File: config.mk
export PLATFORM = sky130hd
export DESIGN_NAME = lp_dram_init_training_port
export DESIGN_NICKNAME = d
export VERILOG_FILES = /design/src/common/lp_dram_pkg.sv /design/src/logic/byte_lane_io.sv /design/src/logic/lp_dram_init_training_port.sv
export SDC_FILE = /design/constraint.sdc
export NUM_CORES = 1
export LEC_CHECK = 0
export ABC_AREA = 0
export BUFFER_PORTS_ARGS = -buffer_cell sky130_fd_sc_hd__buf_2
export CELL_PAD_IN_SITES_DETAIL_PLACEMENT = 0
export CELL_PAD_IN_SITES_GLOBAL_PLACEMENT = 1
export CORE_AREA = 2 2 116 118
export CTS_CLUSTER_DIAMETER = 100
export DETAILED_ROUTE_END_ITERATION = 10
export DIE_AREA = 0 0 118 120
export GPL_TIMING_DRIVEN = 0
export PLACE_DENSITY = 0.86
export SYNTH_ARGS = -nofsm -noshare
export SYNTH_HDL_FRONTEND = slang
export SYNTH_HIERARCHICAL = 1
export SYNTH_SLANG_ARGS = --single-unit
File: constraint.sdc
create_clock -name mclk -period 4.6 [get_ports mclk]
set_input_delay 0.23 -clock mclk [delete_from_list [all_inputs] [get_ports mclk]]
set_output_delay 0.23 -clock mclk [all_outputs]
set_load 0.02 [all_outputs]
File: src/common/lp_dram_pkg.sv
// Shared constants and types for the low-power DRAM port block
package lp_dram_pkg;
  // ****************************************
  // Widths
  // ****************************************
  localparam int DATA_WIDTH = 16;
  localparam int LANES = DATA_WIDTH / 8;
  localparam int CMD_ADDR_BUS_WIDTH = 10;
  localparam int ADDR_WIDTH = 12;
  localparam int CMD_WIDTH = 4;
  // ****************************************
  // Timing
  // ****************************************
  localparam int CLK_PERIOD_PS = 20000;
  localparam int LOCK_TIME_NS = 1000;
  localparam int LOCK_CYC = (LOCK_TIME_NS * 1000 + CLK_PERIOD_PS - 1) / CLK_PERIOD_PS;
  localparam int INIT_TIME_US = 200;
  localparam int INIT_CYC = (INIT_TIME_US * 1000000 + CLK_PERIOD_PS - 1) / CLK_PERIOD_PS;
  localparam int READ_LAT_CYC = 3;
  localparam int TRAIN_CYC = 16;
  // ****************************************
  // Encodings
  // ****************************************
  localparam logic [CMD_WIDTH-1:0] CMD_WRITE = 4'h1;
  localparam logic [CMD_WIDTH-1:0] CMD_READ = 4'h2;
  localparam logic [CMD_WIDTH-1:0] CMD_TRAIN_READ = 4'hE;
  localparam logic [DATA_WIDTH-1:0] TRAIN_PATTERN = 16'hA55A;
  localparam logic [CMD_ADDR_BUS_WIDTH-1:0] CA_IDLE = 10'h3FF;

  typedef struct packed {
    logic [CMD_WIDTH-1:0] cmd;
    logic [ADDR_WIDTH-1:0] addr;
  } user_cmd_type;

  typedef struct packed {
    logic [DATA_WIDTH-1:0] data;
    logic [LANES-1:0] mask;
  } write_word_type;

  typedef enum logic [7:0] {
    ST_RESET = 8'h01,
    ST_INIT = 8'h02,
    ST_READY = 8'h04,
    ST_CA_FIRST = 8'h08,
    ST_CA_SECOND = 8'h10,
    ST_WDATA = 8'h20,
    ST_RWAIT = 8'h40,
    ST_TRAIN = 8'h80
  } ctrl_state_type;
endpackage

File: src/logic/byte_lane_io.sv
// One byte lane of data, mask and strobe pins
`timescale 1ns/1ps
`default_nettype none
module byte_lane_io
  import lp_dram_pkg::*;
(
  input wire logic mclk,
  input wire logic rst_n,
  input wire logic drive_en,
  input wire logic capture,
  input wire logic [7:0] wdata,
  input wire logic wmask,
  input wire logic [7:0] dq_in,
  output logic [7:0] dq_out,
  output logic dq_oe,
  output logic dqs_out,
  output logic dqs_oe,
  output logic dm_out,
  output logic [7:0] rdata
);
  always_ff @(posedge mclk or negedge rst_n)
  begin
    if (!rst_n)
    begin
      dq_out <= 8'h00;
      dq_oe <= 1'b0;
      dqs_out <= 1'b0;
      dqs_oe <= 1'b0;
      dm_out <= 1'b0;
      rdata <= 8'h00;
    end
    else
    begin
      dq_out <= drive_en ? wdata : 8'h00;
      dq_oe <= drive_en;
      // Strobe toggles only while the lane drives the write
      dqs_out <= drive_en ? ~dqs_out : 1'b0;
      dqs_oe <= drive_en;
      dm_out <= drive_en & wmask;
      if (capture)
      begin
        rdata <= dq_in;
      end
    end
  end
endmodule // byte_lane_io
`default_nettype wire

File: src/logic/lp_dram_init_training_port.sv
// Top of the low-power DRAM controller port: clocks, init, training, command path
//
// Summary of operation
// - User commands become CA, data and mask activity, with ready flow control.
// - A system clock output is derived from the reference clock.
// - Clocking-good rises once the internal clocks are counted stable.
// - Clock-stop high holds the memory clock low; toggling resumes on release.
// - Active-low asynchronous reset returns all state to reset values.
// - One multiplexed CA bus carries command, row and column in phases.
// - One write mask line per byte lane suppresses bytes on writes.
// - One bidirectional strobe per lane, driven on writes; the strobe input is not used, reads are captured after a fixed latency.
// - Init-done pulses exactly one cycle when initialization finishes.
// - A training request starts the read pulse training procedure.
// - Training-active stays high for the whole training run.
// - Training-done rises when the training run completes.
// - Training-error rises when the training run fails.
// - Command-ready is high only when a command can be accepted.
`timescale 1ns/1ps
`default_nettype none
module lp_dram_init_training_port
  import lp_dram_pkg::*;
#(
  parameter int INIT_CYCLES = INIT_CYC,
  parameter int LOCK_CYCLES = LOCK_CYC
)
(
  input wire logic mclk,
  input wire logic rst_n,
  input wire logic clock_stop,
  output logic sys_clock_out,
  output logic clocking_good,
  output logic memory_clock_out,
  output logic memory_clock_enable_out,
  output logic [CMD_ADDR_BUS_WIDTH-1:0] memory_cmd_addr_bus,
  input wire logic [DATA_WIDTH-1:0] memory_data_in,
  output logic [DATA_WIDTH-1:0] memory_data_out,
  output logic [DATA_WIDTH-1:0] memory_data_oe,
  output logic [LANES-1:0] memory_byte_mask,
  input wire logic [LANES-1:0] memory_data_strobe_in,
  output logic [LANES-1:0] memory_data_strobe_out,
  output logic [LANES-1:0] memory_data_strobe_oe,
  output logic memory_select_low,
  input wire logic init_request,
  output logic init_done,
  input wire logic training_request,
  output logic training_active_flag,
  output logic training_complete_flag,
  output logic training_failure_flag,
  input wire logic cmd_valid,
  output logic cmd_ready,
  input wire user_cmd_type user_cmd,
  input wire write_word_type write_word,
  output logic read_data_valid,
  output logic [DATA_WIDTH-1:0] read_data
);
  // ****************************************
  // Declarations
  // ****************************************
  ctrl_state_type state_reg, state_next;
  logic [15:0] lock_cnt_reg;
  logic [15:0] wait_cnt_reg, wait_cnt_next;
  user_cmd_type cmd_hold_reg, cmd_hold_next;
  write_word_type wword_reg, wword_next;
  logic [CMD_ADDR_BUS_WIDTH-1:0] ca_next;
  logic cs_low_next;
  logic train_pass_reg, train_pass_next;
  logic done_next, fail_next, init_pulse_next;
  logic [DATA_WIDTH-1:0] lane_rdata;
  logic [DATA_WIDTH-1:0] lane_dq_out;
  logic [LANES-1:0] lane_dq_oe;
  logic lock_reached;
  logic lane_drive;
  logic lane_capture;
  logic accept_cmd;
  logic train_start;
  logic unused_strobe;

  function automatic logic [CMD_ADDR_BUS_WIDTH-1:0] ca_first(input user_cmd_type c);
    ca_first = {c.cmd, c.addr[ADDR_WIDTH-1:ADDR_WIDTH-6]};
  endfunction

  function automatic logic [CMD_ADDR_BUS_WIDTH-1:0] ca_second(input user_cmd_type c);
    ca_second = {4'h0, c.addr[5:0]};
  endfunction

  // ****************************************
  // Clocks
  // ****************************************
  assign lock_reached = (lock_cnt_reg >= 16'(LOCK_CYCLES));

  always_ff @(posedge mclk or negedge rst_n)
  begin
    if (!rst_n)
    begin
      lock_cnt_reg <= 16'h0000;
      clocking_good <= 1'b0;
      sys_clock_out <= 1'b0;
      memory_clock_out <= 1'b0;
    end
    else
    begin
      if (!lock_reached)
      begin
        lock_cnt_reg <= lock_cnt_reg + 16'h0001;
      end
      clocking_good <= lock_reached;
      sys_clock_out <= ~sys_clock_out;
      memory_clock_out <= clock_stop ? 1'b0 : ~memory_clock_out;
    end
  end

  // ****************************************
  // Control decode
  // ****************************************
  assign cmd_ready = (state_reg == ST_READY);
  assign accept_cmd = cmd_ready & cmd_valid;
  // Training requests during a run fall on a non-ready state and are ignored
  assign train_start = (state_reg == ST_READY) & training_request & ~cmd_valid;
  assign lane_drive = (state_reg == ST_WDATA);
  assign lane_capture = (state_reg == ST_RWAIT) && (wait_cnt_reg == 16'h0000);
  assign unused_strobe = ^memory_data_strobe_in;

  // ****************************************
  // State machine
  // ****************************************
  always_comb
  begin
    state_next = state_reg;
    wait_cnt_next = wait_cnt_reg;
    cmd_hold_next = cmd_hold_reg;
    wword_next = wword_reg;
    ca_next = CA_IDLE;
    cs_low_next = 1'b1;
    train_pass_next = train_pass_reg;
    done_next = training_complete_flag;
    fail_next = training_failure_flag;
    init_pulse_next = 1'b0;
    unique case (state_reg)
      ST_RESET:
      begin
        if (clocking_good && init_request)
        begin
          state_next = ST_INIT;
          wait_cnt_next = 16'(INIT_CYCLES - 1);
        end
      end
      ST_INIT:
      begin
        if (wait_cnt_reg == 16'h0000)
        begin
          state_next = ST_READY;
          init_pulse_next = 1'b1;
        end
        else
        begin
          wait_cnt_next = wait_cnt_reg - 16'h0001;
        end
      end
      ST_READY:
      begin
        if (accept_cmd)
        begin
          cmd_hold_next = user_cmd;
          wword_next = write_word;
          state_next = ST_CA_FIRST;
        end
        else if (train_start)
        begin
          cmd_hold_next = '{cmd: CMD_TRAIN_READ, addr: '0};
          train_pass_next = 1'b1;
          done_next = 1'b0;
          fail_next = 1'b0;
          wait_cnt_next = 16'(TRAIN_CYC - 1);
          state_next = ST_TRAIN;
        end
      end
      ST_CA_FIRST:
      begin
        ca_next = ca_first(cmd_hold_reg);
        cs_low_next = 1'b0;
        state_next = ST_CA_SECOND;
      end
      ST_CA_SECOND:
      begin
        ca_next = ca_second(cmd_hold_reg);
        cs_low_next = 1'b0;
        if (cmd_hold_reg.cmd == CMD_WRITE)
        begin
          state_next = ST_WDATA;
        end
        else if (cmd_hold_reg.cmd == CMD_READ)
        begin
          wait_cnt_next = 16'(READ_LAT_CYC - 1);
          state_next = ST_RWAIT;
        end
        else
        begin
          state_next = ST_READY;
        end
      end
      ST_WDATA:
      begin
        state_next = ST_READY;
      end
      ST_RWAIT:
      begin
        if (wait_cnt_reg == 16'h0000)
        begin
          state_next = ST_READY;
        end
        else
        begin
          wait_cnt_next = wait_cnt_reg - 16'h0001;
        end
      end
      ST_TRAIN:
      begin
        ca_next = ca_first(cmd_hold_reg);
        cs_low_next = 1'b0;
        // Pins carry the pattern only once the memory is selected
        if (!memory_select_low && (memory_data_in != TRAIN_PATTERN))
        begin
          train_pass_next = 1'b0;
        end
        if (wait_cnt_reg == 16'h0000)
        begin
          state_next = ST_READY;
          done_next = 1'b1;
          fail_next = ~train_pass_next;
        end
        else
        begin
          wait_cnt_next = wait_cnt_reg - 16'h0001;
        end
      end
      default:
      begin
        state_next = ST_RESET;
      end
    endcase
  end

  // ****************************************
  // State registers
  // ****************************************
  always_ff @(posedge mclk or negedge rst_n)
  begin
    if (!rst_n)
    begin
      state_reg <= ST_RESET;
      wait_cnt_reg <= 16'h0000;
      cmd_hold_reg <= '0;
      wword_reg <= '0;
      train_pass_reg <= 1'b0;
      memory_cmd_addr_bus <= CA_IDLE;
      memory_select_low <= 1'b1;
      memory_clock_enable_out <= 1'b0;
      init_done <= 1'b0;
      training_active_flag <= 1'b0;
      training_complete_flag <= 1'b0;
      training_failure_flag <= 1'b0;
      read_data_valid <= 1'b0;
    end
    else
    begin
      state_reg <= state_next;
      wait_cnt_reg <= wait_cnt_next;
      cmd_hold_reg <= cmd_hold_next;
      wword_reg <= wword_next;
      train_pass_reg <= train_pass_next;
      memory_cmd_addr_bus <= ca_next;
      memory_select_low <= cs_low_next;
      if (state_reg == ST_INIT)
      begin
        memory_clock_enable_out <= 1'b1;
      end
      init_done <= init_pulse_next;
      training_active_flag <= (state_next == ST_TRAIN);
      training_complete_flag <= done_next;
      training_failure_flag <= fail_next;
      read_data_valid <= lane_capture;
    end
  end

  // ****************************************
  // Byte lanes
  // ****************************************
  genvar g;
  generate
    for (g = 0; g < LANES; g++)
    begin : g_lane
      byte_lane_io u_lane (
        .mclk(mclk),
        .rst_n(rst_n),
        .drive_en(lane_drive),
        .capture(lane_capture),
        .wdata(wword_reg.data[g*8 +: 8]),
        .wmask(wword_reg.mask[g]),
        .dq_in(memory_data_in[g*8 +: 8]),
        .dq_out(lane_dq_out[g*8 +: 8]),
        .dq_oe(lane_dq_oe[g]),
        .dqs_out(memory_data_strobe_out[g]),
        .dqs_oe(memory_data_strobe_oe[g]),
        .dm_out(memory_byte_mask[g]),
        .rdata(lane_rdata[g*8 +: 8])
      );
      assign memory_data_oe[g*8 +: 8] = {8{lane_dq_oe[g]}};
    end
  endgenerate

  assign memory_data_out = lane_dq_out;
  // Read word comes straight from the lane capture flops
  assign read_data = lane_rdata;
endmodule // lp_dram_init_training_port
`default_nettype wire

# Yosys cells after proc, flatten, opt, wreduce, memory -nomap -nowiden
# Cells that the tools add are included.
# totals
register_bits	132
output_inout_bits	75
# classes
add_sub_neg	2
order_cmp	1
eq_ne	19
mux	36
bitwise_logic	11
reduce_logical	16
# op_table
op	n
two-way mux 16 bit	8
case mux 16 bit (4 select lines)	1
two-way mux 8 bit	6
case mux 8 bit (6 select lines)	1
case mux 10 bit (2 select lines)	1
adder 16 x 1 -> 16 bit (second input constant)	1
== test 8 bit (second input constant)	2
greater-or-equal comparator 16 x 6 -> 1 bit (second input constant)	1
zero test 16 bit	1
!= test 16 bit (second input constant)	1
subtractor 16 x 1 -> 16 bit (second input constant)	1
two-way mux 1 bit	14
two-way mux 7 bit	2
!= test 2 bit (second input constant)	6
== test 8 x 1 -> 1 bit (second input constant)	1
== test 8 x 2 -> 1 bit (second input constant)	1
== test 8 x 3 -> 1 bit (second input constant)	1
== test 8 x 4 -> 1 bit (second input constant)	1
== test 8 x 5 -> 1 bit (second input constant)	1
== test 8 x 6 -> 1 bit (second input constant)	1
== test 8 x 7 -> 1 bit (second input constant)	1
AND reduction 7 bit	1
NOT 1 bit	6
case mux 1 bit (2 select lines)	3
13 further kinds	22

# Depth between registers and ports, before layout
# Gate-level depths: netlist (run 1).
# logic_depth
word_depth	7
depth_mapped	8
ltp_nobuf	7

# Modules after synthesis
# Netlist (run 1), hierarchy kept.
# modules_own_cells
module	n_inst	cells_each	area_each_um2	seq_area_each_um2
lp_dram_init_training_port	1	416	4340.4	2392.3
byte_lane_io	2	39	676.9	475.5

# Worst setup path before layout (run 1)
# Ideal clock, no wire load.
# synth_timing
path_kind	register to register
from	register wait_cnt_reg[0]
to	register wait_cnt_reg[10]
setup_time_ps	129
t_arrival_ps	1988
slack_ps	2482
path_stages_with_launch	8
path_cell_list	dfrtp_1 -> inv_1 -> ha_1 -> or4b_1 -> or3_1 -> a2111o_1 -> a21oi_1 -> o21ai_0
# synth_via
elab_chain_cells	3
word_cells_on_any_way	6
classes_between	add/sub: 1; eq/ne: 1; mux: 2; reduce/logical: 2
# synth_lines
element	line	rtl
from (decl)	lp_dram_init_training_port.sv:61	logic [15:0] wait_cnt_reg, wait_cnt_next;
from (signal assigned)	lp_dram_init_training_port.sv:267	wait_cnt_reg <= wait_cnt_next;
subtractor 16 x 1 -> 16 bit / zero test 16 bit (equally long branches)	--	
two-way mux 16 bit / != test 2 bit (equally long branches)	--	
case mux 16 bit (4 select lines) / AND reduction 7 bit (equally long branches)	--	
# Several ways; a longest one is shown, not always the timed one. The select of a mux whose other input is x is not followed.
# A chain may end at the register's enable or synchronous reset.

# Worst setup path in the final report (run 1)
# layout_timing
from	register state_reg[5]
to	register wait_cnt_reg[8]
# layout_via
elab_chain_cells	5
word_cells_on_any_way	19
classes_between	eq/ne: 12; mux: 1; bitwise: 3; reduce/logical: 3
# layout_lines
element	line	rtl
from (decl)	lp_dram_init_training_port.sv:59	ctrl_state_type state_reg, state_next;
from (signal assigned)	lp_dram_init_training_port.sv:266	state_reg <= state_next;
== test 8 x 3 -> 1 bit	lp_dram_init_training_port.sv:115, lp_dram_init_training_port.sv:118, lp_dram_init_training_port.sv:138	
AND 1 bit (2 in a row)	lp_dram_init_training_port.sv:118	assign train_start = (state_reg == ST_READY) & training_request & ~cmd_valid;
!= test 2 x 1 -> 1 bit (no source line)	--	
AND reduction 7 bit (no source line)	--	
# Several ways; a longest one is shown, not always the timed one.

==> out/summary.json, run 1 <==
{
  "clock_network": {
    "clk_pin_slew_ns": 0.05,
    "worst_skew_pair.late_latency_ns": 0.42,
    "postCtsResizedCells": 0,
    "max-clock-path-buffers": 2,
    "cts_hold_buffers": 13,
    "clock_tree.htree_level_count": 4,
    "clockRootBuffer": "sky130_fd_sc_hd__clkbuf_16",
    "cts_tree": "done",
    "clock_sinks": 133,
    "tritoncts.num_buffers": 17,
    "cts.repair_timing.setup_buffer_count": 0
  },
  "placement": {
    "half_perimeter_wire_length_of_the_detailed_placement_result_mm": 8.70,
    "finalWeightedCongestion": 0.850,
    "postPlaceCellArea_um2": 6600,
    "port_buffers": 130,
    "dp_slack_ns": 2.22
  },
  "timing": {
    "final_max_slew_viol_count": 0,
    "report.final.hold_viol_count": 0,
    "slew_headroom": 0.410,
    "setup_violations": 0,
    "max_freq_ghz": 0.411,
    "setup_tns_after_final_layout_ns": 0,
    "final.setup.worst_slack_ns": 2.17,
    "grt_setup_unrepaired": "false",
    "final_period_minus_worst_setup_slack_ns": 2.43,
    "finClkSkew_ns": 0.00496,
    "finalCritPeriodShare": 0.529,
    "max_slew.worst_pin.slew_ns": 0.872
  },
  "global_routing": {
    "antenna_found_initial": 0,
    "grtUsageTotal": 0.191,
    "grt_max_degree": 81,
    "global_route_wire_length_before_repair_mm": 21.2,
    "grt_overflow": 0,
    "vias_in_the_first_global_route": 4313
  },
  "synthesis": {
    "syn_avg_cell_area_um2": 11.5,
    "postSynthNetCount": 556,
    "leading_cell_types_by_total_area_after_synthesis": "sky130_fd_sc_hd__dfrtp_1 53%, sky130_fd_sc_hd__dfstp_2 5.5%, sky130_fd_sc_hd__nand2_1 5.2%",
    "synth_async_sr_flop_share": 1.00,
    "synth_commonest_cells": "121 x sky130_fd_sc_hd__dfrtp_1, 79 x sky130_fd_sc_hd__nand2_1, 29 x sky130_fd_sc_hd__nor2_1, 22 x sky130_fd_sc_hd__and2_1",
    "synth-edff-count": 0,
    "ys.warnings.count": 6,
    "syn_area_um2": 5690,
    "synth-main-ff-cell": "sky130_fd_sc_hd__dfrtp_1",
    "synth_cell_type_count": 61,
    "ys_ff_latch": 133,
    "synth.yosys.seq_area_share": 0.587,
    "netlist.area_leader.share": 0.532,
    "netlist_instances": 494,
    "yosysMostFrequentCell": "sky130_fd_sc_hd__dfrtp_1",
    "synthDominantAreaCellType": "sky130_fd_sc_hd__dfrtp_1"
  },
  "pwr": {
    "power_leakage_nw": 3.70,
    "power_mw": 2.46,
    "power-per-cell-area_nw_per_um2": 339,
    "worst_supply_voltage_drop_on_vdd_mv": 0.237
  },
  "floorplan": {
    "die-area_um2": 14200,
    "row_count": 42,
    "initial_utilization": 0.439,
    "floorplan.core_area_um2": 13000,
    "die_y_um": 120,
    "die_w_um": 118,
    "io_pins": 133
  },
  "drt": {
    "dr.first_iter.drc_count": 262,
    "post-route-drc-count": 0,
    "drt-wirelength-per-cell_um": 15.2,
    "drtAntennaViolNets": 0,
    "via_density_per_instance": 5.05,
    "num_vias": 4262,
    "routed_wl_mm": 12.8,
    "number_of_iterations_in_the_first_detailed_routing_pass": 4
  },
  "run": {
    "drv_cap": 0
  },
  "worst_hold_path": {
    "worstHoldPathType": "in2reg"
  },
  "status": {
    "outcome": "completed"
  },
  "setup_path": {
    "timing.critical_path.from_type": "flip-flop",
    "arrival_ns": 2.70,
    "critical_path.endpoint_type": "flip-flop",
    "timing.setup.critical_path_class": "reg2reg",
    "cp_max_fo": 10,
    "cp.required_ns": 4.87
  },
  "cells_and_area": {
    "layout_cell_share_with_drive_strength_beyond_1": 0.338,
    "final_net_count": 719,
    "antenna_cells_inserted": 0,
    "fin_area_um2": 7270,
    "syn_to_final_growth_pct": 27.6,
    "postLayoutCoreUtil": 0.560,
    "largest_reg_flops": 18
  }
}
==> worst max-delay path, stage by stage, from the launching register on <==
cell and delay (ns):
sky130_fd_sc_hd__dfrtp_1 0.47, sky130_fd_sc_hd__nor4_4 0.55, sky130_fd_sc_hd__and3_1 0.33, sky130_fd_sc_hd__nor2_1 0.09
sky130_fd_sc_hd__clkbuf_1 0.26, sky130_fd_sc_hd__a211oi_1 0.43, sky130_fd_sc_hd__o221ai_1 0.16
==> per-stage QoR <==
step                instances  hold WS, ns
finish                    844       0.0195
global route              844       0.0144
CTS                       844     0.000790
detailed placement        801        0.214
global placement          800        0.382
floorplan                 494      -0.0656
==> cell families (layout without fill, tap and decap cells) <==
family,count (synthesis),after routing,synth area share
and+or+nand+nor,196,196,0.187
adders and majority gates,4,4,0.00879
xor gates and xnor gates,7,7,0.0108
muxes,16,16,0.0422
buffers and inverters,54,228,0.0525
DFF,133,133,0.587
AOI/OAI and AO/OA,84,84,0.111
==> power by group <==
group	internal [mW]	total (mW)	switching [mW]	leakage (nW)
logic	0.0309	0.0678	0.0369	1.72
registers	1.17	1.18	0.00238	1.71
clock network	0.736	1.22	0.480	0.264
==> path summary, 6_finish.rpt <==
check / from / endpoint / slack, ns / cells past startpoint
worst min register to register: sys_clock_out / sys_clock_out / 0.42 / 1
worst max-delay path: state_reg[5] / wait_cnt_reg[8] / 2.17 / 6
worst max register to register: state_reg[5] / wait_cnt_reg[8] / 2.17 / 6
min in group asynchronous: rst_n / memory_clock_out / 0.34 / 2
worst min-delay path: write_word[1] / wword_reg[1] / 0.02 / 3
max in group asynchronous: rst_n / memory_cmd_addr_bus[2] / 3.47 / 3
==> per-layer routing <==
metal,GRT usage,up-vias,part of all wire
li1,-,2045,-
met1,0.235,2092,0.43
met2,0.316,107,0.50
met3,0.0589,18,0.049
met4,0.0776,0,0.017
met5,0,-,0
==> area by class of cell <==
| class | instances | area, um^2 |
|---|---|---|
| multi-input cells | 307 | 2050 |
| well taps | 176 | 220 |
| plain buffers | 41 | 250 |
| inverters | 13 | 48.8 |
| clock inverters | 8 | 52.6 |
| fillers | 1123 | 5710 |
| flip-flops and latches | 133 | 3340 |
| repair buffers | 144 | 815 |
| clock buffers | 22 | 484 |
==> placed cells by master, fill, tap and decap left out, drive strengths merged, types with 5 or more instances in the layout <==
master       count
nand4            5
a22o            13
and4b            5
dlygate4sd3     13
nand2           79
nand3            7
a21oi           16
nor4            10
a221o            6
clkbuf          38
a31oi            6
nand4b           5
inv             13
dfrtp          121
clkinv           6
o21ai            9
mux2            16
buf            156
nor2b            6
nor2            29
dfstp           12
nor3             7
and2            22
Power figures use the tool's default switching activity.
==> inputs of run 2 (changes only) <==
--- a/config.mk
+++ b/config.mk
@@ -9,12 +9,12 @@
 export BUFFER_PORTS_ARGS = -buffer_cell sky130_fd_sc_hd__buf_2
 export CELL_PAD_IN_SITES_DETAIL_PLACEMENT = 0
 export CELL_PAD_IN_SITES_GLOBAL_PLACEMENT = 1
-export CORE_AREA = 2 2 116 118
+export CORE_AREA = 2 2 126 128
 export CTS_CLUSTER_DIAMETER = 100
 export DETAILED_ROUTE_END_ITERATION = 10
-export DIE_AREA = 0 0 118 120
+export DIE_AREA = 0 0 128 130
 export GPL_TIMING_DRIVEN = 0
-export PLACE_DENSITY = 0.86
+export PLACE_DENSITY = 0.78
 export SYNTH_ARGS = -nofsm -noshare
 export SYNTH_HDL_FRONTEND = slang
 export SYNTH_HIERARCHICAL = 1
==> constraint.sdc (replaced) <==
create_clock -name mclk -period 2 [get_ports mclk]
set_input_delay 0.1 -clock mclk [delete_from_list [all_inputs] [get_ports mclk]]
set_output_delay 0.1 -clock mclk [all_outputs]
set_load 0.02 [all_outputs]
==> out/summary.json, run 2 (synthesized netlist as in run 1, its figures left out) <==
{
  "setup_path": {
    "destination_of_the_worst_register_to_register_timing_path": "wait_cnt_reg[10]",
    "critical_path.endpoint_type": "flip-flop",
    "cp.required_ns": 2.31,
    "arrival_ns": 2.35,
    "worstSetupStartpoint": "wait_cnt_reg[0]",
    "critical-path-slowest-cell": "sky130_fd_sc_hd__or4b_4",
    "timing.setup.critical_path_class": "reg2reg",
    "worstReg2RegStart": "wait_cnt_reg[0]",
    "worst_r2r_path_depth": 7,
    "cp_max_fo": 3,
    "cpPeakStageDelay_ns": 0.47,
    "crit_path_end": "wait_cnt_reg[10]",
    "critical_path.cell_chain": "inv_2, ha_4, or4b_4, or3_4, a2111o_1, a21oi_2, o21ai_1",
    "timing.reg2reg.setup_slack_ns": -0.04,
    "timing.critical_path.from_type": "flip-flop"
  },
  "floorplan": {
    "row_count": 46,
    "io_pins": 133,
    "initial_utilization": 0.369,
    "die_w_um": 128,
    "die-area_um2": 16600,
    "floorplan.core_area_um2": 15400,
    "die_y_um": 130
  },
  "global_routing": {
    "antenna_found_initial": 0,
    "grt_max_degree": 69,
    "grt_overflow": 0,
    "global_route_wire_length_before_repair_mm": 22.6,
    "grtUsageTotal": 0.175,
    "vias_in_the_first_global_route": 4627
  },
  "status": {
    "outcome": "finished with violations",
    "failed_checks": "setup timing"
  },
  "cells_and_area": {
    "fin_area_um2": 8260,
    "most-common-layout-cells": "129 x sky130_fd_sc_hd__buf_2, 117 x sky130_fd_sc_hd__dfrtp_1, 79 x sky130_fd_sc_hd__nand2_1",
    "layout_cell_share_with_drive_strength_beyond_1": 0.406,
    "largest_reg_flops": 18,
    "final_net_count": 790,
    "mostFrequentLayoutCell": "sky130_fd_sc_hd__buf_2",
    "postLayoutCoreUtil": 0.536,
    "antenna_cells_inserted": 0,
    "syn_to_final_growth_pct": 45.1
  },
  "drt": {
    "via_density_per_instance": 4.97,
    "drtAntennaViolNets": 0,
    "post-route-drc-count": 0,
    "dr.first_iter.drc_count": 268,
    "number_of_iterations_in_the_first_detailed_routing_pass": 4,
    "drt-wirelength-per-cell_um": 15.5,
    "num_vias": 4634,
    "routed_wl_mm": 14.5
  },
  "timing": {
    "final.setup.worst_slack_ns": -0.0448,
    "max_freq_ghz": 0.489,
    "finalCritPeriodShare": 1.02,
    "report.final.hold_viol_count": 0,
    "worst_hold_slack_ns": 0.107,
    "max_slew.worst_pin.slew_ns": 0.649,
    "slew_headroom": 0.567,
    "setup_violations": 2,
    "grt_setup_unrepaired": "true",
    "finClkSkew_ns": 0.0113,
    "setup_tns_after_final_layout_ns": -0.0487,
    "final_period_minus_worst_setup_slack_ns": 2.04,
    "final_max_slew_viol_count": 0
  },
  "clock_network": {
    "clock_tree.htree_level_count": 4,
    "clk_pin_slew_ns": 0.06,
    "tritoncts.num_buffers": 17,
    "cts_tree": "done",
    "worst_skew_pair.late_latency_ns": 0.43,
    "clockRootBuffer": "sky130_fd_sc_hd__clkbuf_16",
    "clock_sinks": 133,
    "max-clock-path-buffers": 2
  },
  "placement": {
    "half_perimeter_wire_length_of_the_detailed_placement_result_mm": 9.13,
    "finalWeightedCongestion": 0.832,
    "port_buffers": 130,
    "postPlaceCellArea_um2": 6630
  },
  "pwr": {
    "power_leakage_nw": 4.12,
    "power-per-cell-area_nw_per_um2": 736,
    "worst_supply_voltage_drop_on_vdd_mv": 0.590
  },
  "run": {
    "drv_cap": 0
  },
  "worst_hold_path": {
    "worstHoldPathType": "in2reg"
  }
}
## run 2: cell types whose count changed in the layout (fill, tap and decap cells not counted), sizes merged
cell,delta
and3,+1
clkinv,-4
clkbuf,-1
bufinv,+2
dlygate4sd3,+40
inv,+3
buf,+31
clkinvlp,+1
## run 2: worst min-delay path by stage
stage	cells past startpoint	slack [ns]	startpoint	to
after floorplan	0	-0.20	rst_n	clocking_good
after global placement	2	0.26	clock_stop	memory_clock_out
after detailed placement	1	0.14	rst_n	memory_clock_out
after CTS	4	0.09	init_request	state_reg[0]
after global routing	4	0.12	init_request	state_reg[0]
final	4	0.11	init_request	state_reg[0]
## run 2: area by class of cell
type                       count  area [um^2]
sequential                   133         3350
clock inverter                10          119
timing repair buffer         218         1500
fill                        1313         7160
inverter                      13         51.3
clock buffer                  22          484
multi-input combinational    308         2270
tap                          192          240
buffer                        37          253
## run 2: worst max-delay path: cells and delay by family (launching register included)
kind	cells	cell delay [ns]
flip-flops	1	0.40
adder cells (fa/ha/maj)	1	0.12
buffers and inverters	1	0.08
AO/OA/AOI/OAI	3	0.50
AND/OR/NAND/NOR	2	0.83
## run 2: metrics by stage
stage | std cells | worst slack, ns | total power, mW
after floorplan | 494 | -0.0688 | 2.76
after global placement | 816 | -0.910 | 2.88
after detailed placement | 817 | -0.366 | 2.89
after CTS | 917 | -0.0588 | 6.16
after global routing | 933 | -0.111 | 6.29
final | 933 | -0.0448 | 6.08
## run 2: what timing repair did
| action | in CTS | in global routing |
|---|---|---|
| hold buffers | 53 | 0 |
| gates resized for setup | 32 | 33 |
| hold endpoints to repair | 110 | 0 |
| setup endpoints to repair | 103 | 95 |
| setup buffers | 18 | 16 |
| gates cloned | 0 | 1 |
| pin swaps | 9 | 12 |
## run 2: per-layer routing
layer	GRT usage	vias up	wire, um
li1	-	2195	-
met1	0.220	2291	6260
met2	0.285	125	7220
met3	0.0496	23	697
met4	0.0718	0	293
met5	0	-	0
## run 2: where the power goes
part	switching [mW]	internal, mW	leakage (nW)	total, mW
clock	1.19	1.97	0.290	3.16
combinational	0.0974	0.122	2.12	0.219
sequential	0.00526	2.70	1.71	2.70
total	1.29	4.79	4.12	6.08
==> inputs of run 3 (changes only) <==
==> constraint.sdc (replaced) <==
create_clock -name mclk -period 2 [get_ports mclk]
set_input_delay 0.3 -clock mclk [delete_from_list [all_inputs] [get_ports mclk]]
set_output_delay 0.3 -clock mclk [all_outputs]
set_load 0.02 [all_outputs]
==> out/summary.json, run 3 (synthesized netlist as in run 1, its figures left out) <==
{
  "status": {
    "outcome": "finished with violations",
    "failed_checks": "setup timing"
  },
  "timing": {
    "max_freq_ghz": 0.479,
    "finalCritPeriodShare": 1.04,
    "slew_headroom": 0.538,
    "final_period_minus_worst_setup_slack_ns": 2.09,
    "setup_violations": 21,
    "grt_setup_unrepaired": "true",
    "worst_hold_slack_ns": 0.0284,
    "report.final.hold_viol_count": 0,
    "finClkSkew_ns": 0.0116,
    "final_max_slew_viol_count": 0,
    "max_slew.worst_pin.slew_ns": 0.691,
    "final.setup.worst_slack_ns": -0.0891
  },
  "global_routing": {
    "grt_overflow": 0,
    "grt_max_degree": 69,
    "antenna_found_initial": 0,
    "vias_in_the_first_global_route": 4293,
    "global_route_wire_length_before_repair_mm": 21.5,
    "grtUsageTotal": 0.166
  },
  "drt": {
    "dr.first_iter.drc_count": 319,
    "num_vias": 4497,
    "drtAntennaViolNets": 0,
    "post-route-drc-count": 0,
    "via_density_per_instance": 5.05,
    "routed_wl_mm": 13.9,
    "number_of_iterations_in_the_first_detailed_routing_pass": 4,
    "drt-wirelength-per-cell_um": 15.7
  },
  "worst_hold_path": {
    "worstHoldPathType": "in2reg",
    "min_delay_path_depth": 2,
    "hold_start": "clock_stop",
    "min_delay_worst_endpoint": "memory_clock_out"
  },
  "setup_path": {
    "worst_r2r_path_depth": 7,
    "path_delay_family": "simple AND/OR/NAND/NOR gates",
    "arrival_ns": 2.39,
    "critical_path.endpoint_type": "flip-flop",
    "critical_path.cell_chain": "inv_2, ha_4, or4b_4, or3_4, a2111o_1, a21oi_2, o21ai_1",
    "timing.setup.critical_path_class": "reg2reg",
    "timing.reg2reg.setup_slack_ns": -0.09,
    "worstReg2RegStart": "wait_cnt_reg[1]",
    "critical-path-slowest-cell": "sky130_fd_sc_hd__or4b_4",
    "destination_of_the_worst_register_to_register_timing_path": "wait_cnt_reg[10]",
    "timing.critical_path.from_type": "flip-flop",
    "path_buf_inv": 1,
    "cpPeakStageDelay_ns": 0.46,
    "cp.required_ns": 2.30,
    "cp_max_fo": 3
  },
  "cells_and_area": {
    "num-fill-cells": 1350,
    "layout_cell_share_with_drive_strength_beyond_1": 0.456,
    "fin_area_um2": 7890,
    "largest_reg_flops": 18,
    "syn_to_final_growth_pct": 38.6,
    "final_net_count": 747,
    "antenna_cells_inserted": 0,
    "most-common-layout-cells": "128 x sky130_fd_sc_hd__buf_2, 118 x sky130_fd_sc_hd__dfrtp_1, 79 x sky130_fd_sc_hd__nand2_1",
    "mostFrequentLayoutCell": "sky130_fd_sc_hd__buf_2",
    "postLayoutCoreUtil": 0.512
  },
  "floorplan": {
    "die_y_um": 130,
    "die-area_um2": 16600,
    "io_pins": 133,
    "floorplan.core_area_um2": 15400,
    "row_count": 46,
    "initial_utilization": 0.369,
    "die_w_um": 128
  },
  "clock_network": {
    "max-clock-path-buffers": 2,
    "clock_sinks": 133,
    "clock_tree.htree_level_count": 4,
    "worst_skew_pair.late_latency_ns": 0.43,
    "clockRootBuffer": "sky130_fd_sc_hd__clkbuf_16",
    "clk_pin_slew_ns": 0.06,
    "cts_tree": "done",
    "tritoncts.num_buffers": 17
  },
  "placement": {
    "dp_slack_ns": -0.366,
    "postPlaceCellArea_um2": 6630,
    "half_perimeter_wire_length_of_the_detailed_placement_result_mm": 9.13,
    "finalWeightedCongestion": 0.832,
    "port_buffers": 130
  },
  "run": {
    "drv_cap": 0
  },
  "pwr": {
    "power-per-cell-area_nw_per_um2": 761,
    "worst_supply_voltage_drop_on_vdd_mv": 0.592,
    "power_leakage_nw": 3.93,
    "power_mw": 6.00
  }
}
[run 3: power by group]
group / total [mW] / internal [mW] / switching, mW
clock: 3.16 / 1.97 / 1.19
sequential: 2.70 / 2.70 / 0.00609
combinational: 0.141 / 0.0569 / 0.0842
[run 3: worst max path at each step]
stage                    startpoint                to  slack, ns  cells after the start
CTS                    state_reg[7]         cmd_ready      -0.07                      6
global route           state_reg[7]         cmd_ready      -0.16                      6
floorplan           wait_cnt_reg[0]  wait_cnt_reg[10]      -0.07                      7
detailed placement     state_reg[4]   wait_cnt_reg[8]      -0.37                      6
finish              wait_cnt_reg[1]  wait_cnt_reg[10]      -0.09                      7
global placement              rst_n   cmd_hold_reg[9]      -1.11                      1
[run 3: metal layers]
metal / GRT usage / wire length (um) / vias to the layer above
li1: - / - / 2118
met5: 0 / 0 / -
met2: 0.260 / 6800 / 133
met3: 0.0508 / 765 / 20
met4: 0.0711 / 242 / 0
met1: 0.216 / 6130 / 2226
[run 3: layout make-up]
cell class,count,area [um^2],area share
Tap cell,192,240,0.0304
Timing Repair Buffer,174,1030,0.130
Clock buffer,22,484,0.0614
Inverter,13,51.3,0.00650
Sequential cell,133,3350,0.424
Clock inverter,10,119,0.0151
Multi-Input combinational cell,308,2350,0.298
Buffer,38,267,0.0338
[run 3: per-stage QoR]
stage,std cells,setup TNS [ns]
6_report,890,-0.418
5_1_grt,890,-3.33
4_1_cts,869,-0.154
3_5_place_dp,817,-18.40
3_3_place_gp,816,-154.61
2_1_floorplan,494,-0.0786
[run 3: repair_timing]
action                                  in CTS  in global routing
hold endpoints to repair                    58                  0
buffers inserted                            21                 21
gates cloned                                 0                  1
pin swaps                                   12                 16
hold buffers                                 1                  0
endpoints found under the setup margin     103                 99
gates resized for setup                     40                 42
